[src/core/hsb_pkg.sv]
// constants for the schedule half select register bank
// assumes one clock domain and a plain address/strobe register port
// Summary of operation
// - bit 19 reads which half the async list is being processed from
// - lower async half: processing starts at the lower async start pointer
// - upper async half: processing starts at the upper async start pointer
// - bit 18 reads which half the periodic list is being processed from
// - periodic processing starts at the base entry of the named half
// - bit 17 periodic change request, switch at frame edge, hardware clears
// - bit 16 async change request, switch at microframe edge, hardware clears
// - lower half holds entries 0 to 95, upper half 96 to 191
// - bits 15:8 writable upper half first async entry pointer
// - bits 7:0 writable lower half first async entry pointer
package hsb_pkg;
    localparam logic [31:0] HSB_CTRL_ADDR   = 32'he0032010;
    localparam int          HSB_ASYNC_IND_BIT = 19;
    localparam int          HSB_PERI_IND_BIT  = 18;
    localparam int          HSB_PERI_REQ_BIT  = 17;
    localparam int          HSB_ASYNC_REQ_BIT = 16;
    localparam int          HSB_UPTR_LSB      = 8;
    localparam int          HSB_LPTR_LSB      = 0;
    localparam logic [7:0]  HSB_PTR_RESET     = 8'h00;
    localparam logic [7:0]  HSB_LOWER_BASE    = 8'h00;
    localparam logic [7:0]  HSB_LOWER_LAST    = 8'h5f;
    localparam logic [7:0]  HSB_UPPER_BASE    = 8'h60;
    localparam logic [7:0]  HSB_UPPER_LAST    = 8'hbf;
endpackage

[src/core/hsb_schedule_half_control.sv]
// schedule half select register and switching logic for a host scheduler
// assumes frame and microframe boundary pulses come from scheduler logic on mclk
module hsb_schedule_half_control
(
    // clock and reset
    input  wire logic        mclk,
    input  wire logic        rst_b,
    // register port
    input  wire logic [31:0] reg_addr,
    input  wire logic [31:0] reg_wdata,
    input  wire logic        reg_wr,
    input  wire logic        reg_rd,
    output logic      [31:0] reg_rdata,
    // scheduler timing, one-cycle pulses
    input  wire logic        frame_boundary,
    input  wire logic        uframe_boundary,
    // scheduler side outputs
    output logic             async_half_indicator,
    output logic             periodic_half_indicator,
    output logic      [7:0]  async_start_entry,
    output logic      [7:0]  periodic_base_entry,
    output logic      [7:0]  async_half_first,
    output logic      [7:0]  async_half_last,
    output logic             periodic_switch,
    output logic             async_switch
);
    import hsb_pkg::*;

    ////////////////////////////////////////////////////////////////////////
    logic       rst_meta_b;
    logic       rst_sync_b;
    logic       periodic_change_request;
    logic       async_change_request;
    logic [7:0] upper_async_start_pointer;
    logic [7:0] lower_async_start_pointer;

    always_ff @(posedge mclk or negedge rst_b) begin
        if (!rst_b) begin
            rst_meta_b <= 1'b0;
            rst_sync_b <= 1'b0;
        end else begin
            rst_meta_b <= 1'b1;
            rst_sync_b <= rst_meta_b;
        end
    end

    ////////////////////////////////////////////////////////////////////////
    wire hit        = (reg_addr == HSB_CTRL_ADDR);
    wire wr_hit     = reg_wr && hit;
    wire set_peri   = wr_hit && reg_wdata[HSB_PERI_REQ_BIT];
    wire set_async  = wr_hit && reg_wdata[HSB_ASYNC_REQ_BIT];

    // a periodic flip also moves the async list, since both lists share the halves
    assign periodic_switch = frame_boundary && periodic_change_request;
    assign async_switch    = periodic_switch ||
                             (uframe_boundary && async_change_request);

    // set wins over the hardware clear so a request written at the boundary waits
    wire next_peri_req  = set_peri  || (periodic_change_request && !periodic_switch);
    wire next_async_req = set_async || (async_change_request && !async_switch);

    always_ff @(posedge mclk or negedge rst_sync_b) begin
        if (!rst_sync_b) begin
            periodic_change_request   <= 1'b0;
            async_change_request      <= 1'b0;
            periodic_half_indicator   <= 1'b0;
            async_half_indicator      <= 1'b0;
            upper_async_start_pointer <= HSB_PTR_RESET;
            lower_async_start_pointer <= HSB_PTR_RESET;
        end else begin
            periodic_change_request <= next_peri_req;
            async_change_request    <= next_async_req;
            if (periodic_switch) begin
                periodic_half_indicator <= !periodic_half_indicator;
            end
            if (async_switch) begin
                async_half_indicator <= !async_half_indicator;
            end
            if (wr_hit) begin
                upper_async_start_pointer <= reg_wdata[HSB_UPTR_LSB +: 8];
                lower_async_start_pointer <= reg_wdata[HSB_LPTR_LSB +: 8];
            end
        end
    end

    ////////////////////////////////////////////////////////////////////////
    assign async_start_entry   = async_half_indicator ? upper_async_start_pointer
                                                      : lower_async_start_pointer;
    assign periodic_base_entry = periodic_half_indicator ? HSB_UPPER_BASE : HSB_LOWER_BASE;
    assign async_half_first    = async_half_indicator ? HSB_UPPER_BASE : HSB_LOWER_BASE;
    assign async_half_last     = async_half_indicator ? HSB_UPPER_LAST : HSB_LOWER_LAST;

    wire [31:0] read_word = {12'h000,
                             async_half_indicator,
                             periodic_half_indicator,
                             periodic_change_request,
                             async_change_request,
                             upper_async_start_pointer,
                             lower_async_start_pointer};

    // unmapped reads return zero; data stands only in the cycle after the strobe
    always_ff @(posedge mclk or negedge rst_sync_b) begin
        if (!rst_sync_b) begin
            reg_rdata <= 32'h00000000;
        end else begin
            reg_rdata <= (reg_rd && hit) ? read_word : 32'h00000000;
        end
    end
endmodule

[config.mk]
export PLATFORM = sky130hd
export DESIGN_NAME = hsb_schedule_half_control
export DESIGN_NICKNAME = d
export VERILOG_FILES = /design/src/core/hsb_pkg.sv /design/src/core/hsb_schedule_half_control.sv
export SDC_FILE = /design/constraint.sdc
export NUM_CORES = 1
export LEC_CHECK = 0
export ABC_AREA = 1
export BUFFER_PORTS_ARGS = -buffer_cell sky130_fd_sc_hd__buf_2
export CORE_MARGIN = 2
export CORE_UTILIZATION = 46
export CTS_CLUSTER_SIZE = 10
export DETAILED_ROUTE_END_ITERATION = 6
export PLACE_DENSITY = 0.88
export SYNTH_ARGS = -nofsm -noshare
export SYNTH_HDL_FRONTEND = slang
export SYNTH_SLANG_ARGS = --single-unit
[constraint.sdc]
create_clock -name mclk -period 2.1 [get_ports mclk]
set_input_delay 0.42 -clock mclk [delete_from_list [all_inputs] [get_ports mclk]]
set_output_delay 0.42 -clock mclk [all_outputs]
set_load 0.01 [all_outputs]
-- After elaboration in Yosys (flattened, before gate mapping)
Index checks and enable logic that the tools add are counted.
- logic and storage cells: 30
- output and inout port bits: 68
- register bits: 42
- bits of input ports: 70
- muxes and demuxes: 5
- reduce and logical (&&, ||, !) cells: 15
- eq/ne operators: 1
- operators with widths (cell ; count):
    $eq 32x32->1 const B ; 1
    $mux 20 ; 1
    $mux 8 ; 2
    $mux 7 ; 2
    $logic_and 1x1->1 ; 8
    $logic_not 1->1 ; 4
    $logic_or 1x1->1 ; 3

-- Depth between registers and ports, before layout
- depth after elaboration: 5
- mapped depth: 10
- gate-level depth less buffers: 9

-- Worst setup path before layout
No wires, ideal clock.
- path kind: register -> output
- start point: register async_half_indicator
- end point: output async_start_entry[0]
- arrival time: 1.172 ns
- buffers on the path: 2
- path slack: 0.508 ns
- required time: 1.680 ns
- cell stages (with the launch flop): 5
- path through: dfrtp_1 clkbuf_1 clkbuf_1 nand2_1 o21ai_0
- cells in the longest elaborated chain, start to end: 1
- RTL lines (what ; line ; RTL):
    start: declaration ; hsb_schedule_half_control.sv:18 ; output logic async_half_indicator,
    start signal: assignment ; hsb_schedule_half_control.sv:77 ; async_half_indicator <= !async_half_indicator;
    $mux 8 ; hsb_schedule_half_control.sv:87 ; assign async_start_entry = async_half_indicator ? upper_async_start_pointer
    end: declaration ; hsb_schedule_half_control.sv:20 ; output logic [7:0] async_start_entry,
No other way between the ends.

-- Worst setup path after layout
- start point: register async_half_indicator
- end point: output async_start_entry[5]
Same word-level chain as after synthesis.

==> results_dict.tcl <==
set metrics [dict create \
    status "finished, final reports clean" \
    portBuffers 94 \
    track_usage_pct 15.51 \
    crit_path_start "async_half_indicator$_DFFE_PN0P_" \
    cts_sinks 42 \
    setup_violations 0 \
    cap_viol_max_count 0 \
    synth_area_leaders "dfrtp_1 (48%), buf_4 (12%), nand2_1 (10%), inv_1 (6.2%), nor2_2 (5.5%)" \
    drt_iter0_drc 102 \
    antenna_found_initial 0 \
    fin_cells 403 \
    synth_edf_count 0 \
    finalHoldViolCount 0 \
    finClkSkew_ps 6.109 \
    ir_drop_mv 0.2272 \
    regArea_um2 1052 \
    grt_pass1_vias 1572 \
    syn_area_per_cell_um2 8.378 \
    worstSetupPathType "reg2out" \
    end_kind "output pin" \
    route.antenna.remaining_nets 0 \
    power_mw 1.541 \
    core_area_um2 4629 \
    clk_pin_slew_worst_paths_ps 80 \
    tightest_slew_ps 823.8 \
    power.leakage_nw 1.551 \
    synth.most_common_cell "nand2_1" \
    routed_wl_um 3976 \
    numCtsBuffers 5 \
    rsz0062_at_grt "false" \
    ys_async_sr_fraction_pct 100.0 \
    synthToLayoutAreaGrowth_pct 19.87 \
    cts_tree "built" \
    p_seq_share_pct 55.4 \
    die_w_um 72.82 \
    p_int_mw 1.149 \
    drv_slew 0 \
    min_path_type "reg2reg" \
    fmax_mhz 545.0 \
    p_sw_mw 0.3919 \
    cp_data_arrival_time_ps 1410 \
    htree_levels 2 \
    first_pass_iters 4 \
    cellPowerDensity_nw_per_um2 590.2 \
    drive_above_1_share_pct 37.54 \
    reg2reg_depth 2 \
    synth_area_um2 2178 \
    rrSetupSlack_ps 1010 \
    crit_fanout 23 \
    worstSetupStartpointType "register" \
    start_util_pct 47.05 \
    gp_congestion 0.7726 \
    multi_input_area_um2 773.2 \
    fin_util_pct 56.41 \
    via_per_inst 4.392 \
    min_period_ps 1835 \
    die_h_um 72.82 \
    wl_met2_um 2016 \
    post_cts_resized 0 \
    yosysSeqAreaShare_pct 48.25 \
    grt_first_pass_wirelength_um 6423 \
    ys_seq_elements 42 \
    via_count 1770 \
    slew_headroom_pct 45.08 \
    synthCells 260 \
    n_fill_cell 409 \
    fin_ws_ps 265.1 \
    yosysTopAreaCell "dfrtp_1" \
    timing.setup.tns_ps 0 \
    drt-met1-wl_um 1468 \
    drc_errors 0 \
    io_pins 138 \
    clk_path_buf_depth 2 \
    ys_warn_count 0 \
    antenna_cells 0 \
    r2r-start "async_half_indicator$_DFFE_PN0P_" \
    met3WireLength_um 386 \
    grt_max_degree 41 \
    hpwl_um 3097 \
    clkPwrFrac_pct 34.2 \
    post-cts-setup-buffer-count 0 \
    timing.rr.end "reg_rdata[19]$_DFF_PN0_" \
    fin_crit_sh_pct 87.38 \
    ys_types 19 \
    clk_latency_ps 290 \
    root_buffer "clkbuf_8" \
    pre_cts_ws_ps 490.4 \
    comb_power_share_pct 10.4 \
    cts_hold_buffers 1 \
    routed.top_layer "met4" \
    cp-endpoint "async_start_entry[5]" \
    worst_ep_required_time_ps 1680 \
    die_area_um2 5302 \
    row_count 25 \
    wl_per_cell_um 9.866 \
    sw_frac_of_total_pct 25.43 \
    synth.top_cell.area_share_pct 48.25 \
    dpl.cell_count 394 \
    grt_overflow 0 \
    fin_nets 418 \
    yosys-top-cells-count "nand2_1 (59), dfrtp_1 (42), inv_1 (36), buf_4 (35)" \
    synthFlopType "dfrtp_1" \
]
[stage by stage]
step | hold slack [ps] | instance area, µm²
after floorplan | 124.4 | 2283
after global placement | 204.2 | 2506
after detailed placement | 206.5 | 2506
after CTS | 355.8 | 2611
after global routing | 364.6 | 2611
final | 355.8 | 2611
[flip-flops by register name, summed over array words and instances (netlist names)]
name	count
reg_rdata	20
periodic_change_request	1
periodic_half_indicator	1
async_change_request	1
upper_async_start_pointer	8
lower_async_start_pointer	8
rst_meta_b	1
rst_sync_b	1
async_half_indicator	1
[area by class of cell]
type | count | share of cell area (%)
clock buffers | 6 | 3.162
clock inverters | 2 | 0.4792
inverters | 36 | 5.175
multi-input cells | 167 | 29.61
flip-flops and latches | 42 | 40.30
well taps | 54 | 2.587
repair buffers | 96 | 18.69
[layout by cell type (no fill, tap or decap), drive strengths merged]
master	count
buf	95
nand2	62
dfrtp	42
nor2	42
inv	36
conb	30
nand3	21
o21ai	9
clkbuf	6
xor2	2
or2	1
clkinvlp	1
clkinv	1
dlygate4sd3	1
[power groups by stage]
stage | Sequential [mW] | Combinational (mW) | Clock (mW)
CTS | 0.855 | 0.160 | 0.541
global placement | 0.871 | 0.155 | 0
floorplan | 0.855 | 0.153 | 0
global route | 0.860 | 0.178 | 0.566
finish | 0.854 | 0.160 | 0.528
detailed placement | 0.871 | 0.158 | 0
[critical path: stages (launching register included)]
cell and delay [ps]:
dfrtp_1 730, o21ai_0 210, buf_2 180
[cells by family after synthesis]
group / after synthesis / share of synthesized area, %
DFF: 42 / 48.25
and+or+nand+nor: 126 / 27.46
xor gates and xnor gates: 2 / 0.8043
other: 2 / 0.3448
buffers and inverters: 79 / 21.08
AOI/OAI and AO/OA: 9 / 2.068
[worst min-delay path by stage]
stage | from | end | slack, ps | cells past startpoint
3_5_place_dp | rst_b | rst_meta_b$_DFF_PN0_ | 210 | 1
4_1_cts | reg_wdata[17] | periodic_change_request$_DFF_PN0_ | 360 | 3
3_3_place_gp | rst_b | rst_meta_b$_DFF_PN0_ | 200 | 1
6_report | rst_meta_b$_DFF_PN0_ | rst_sync_b$_DFF_PN0_ | 360 | 0
5_1_grt | reg_wdata[15] | upper_async_start_pointer[7]$_DFFE_PN0N_ | 360 | 3
2_1_floorplan | rst_b | rst_meta_b$_DFF_PN0_ | 120 | 0
[per-layer routing]
layer  GRT usage, %  vias to the layer above
met5              0                        -
met4          7.407                        0
met3          4.834                       10
met2          28.89                       86
met1          15.48                      798
li1               -                      876
No activity file was read; power rests on OpenSTA's default activity.
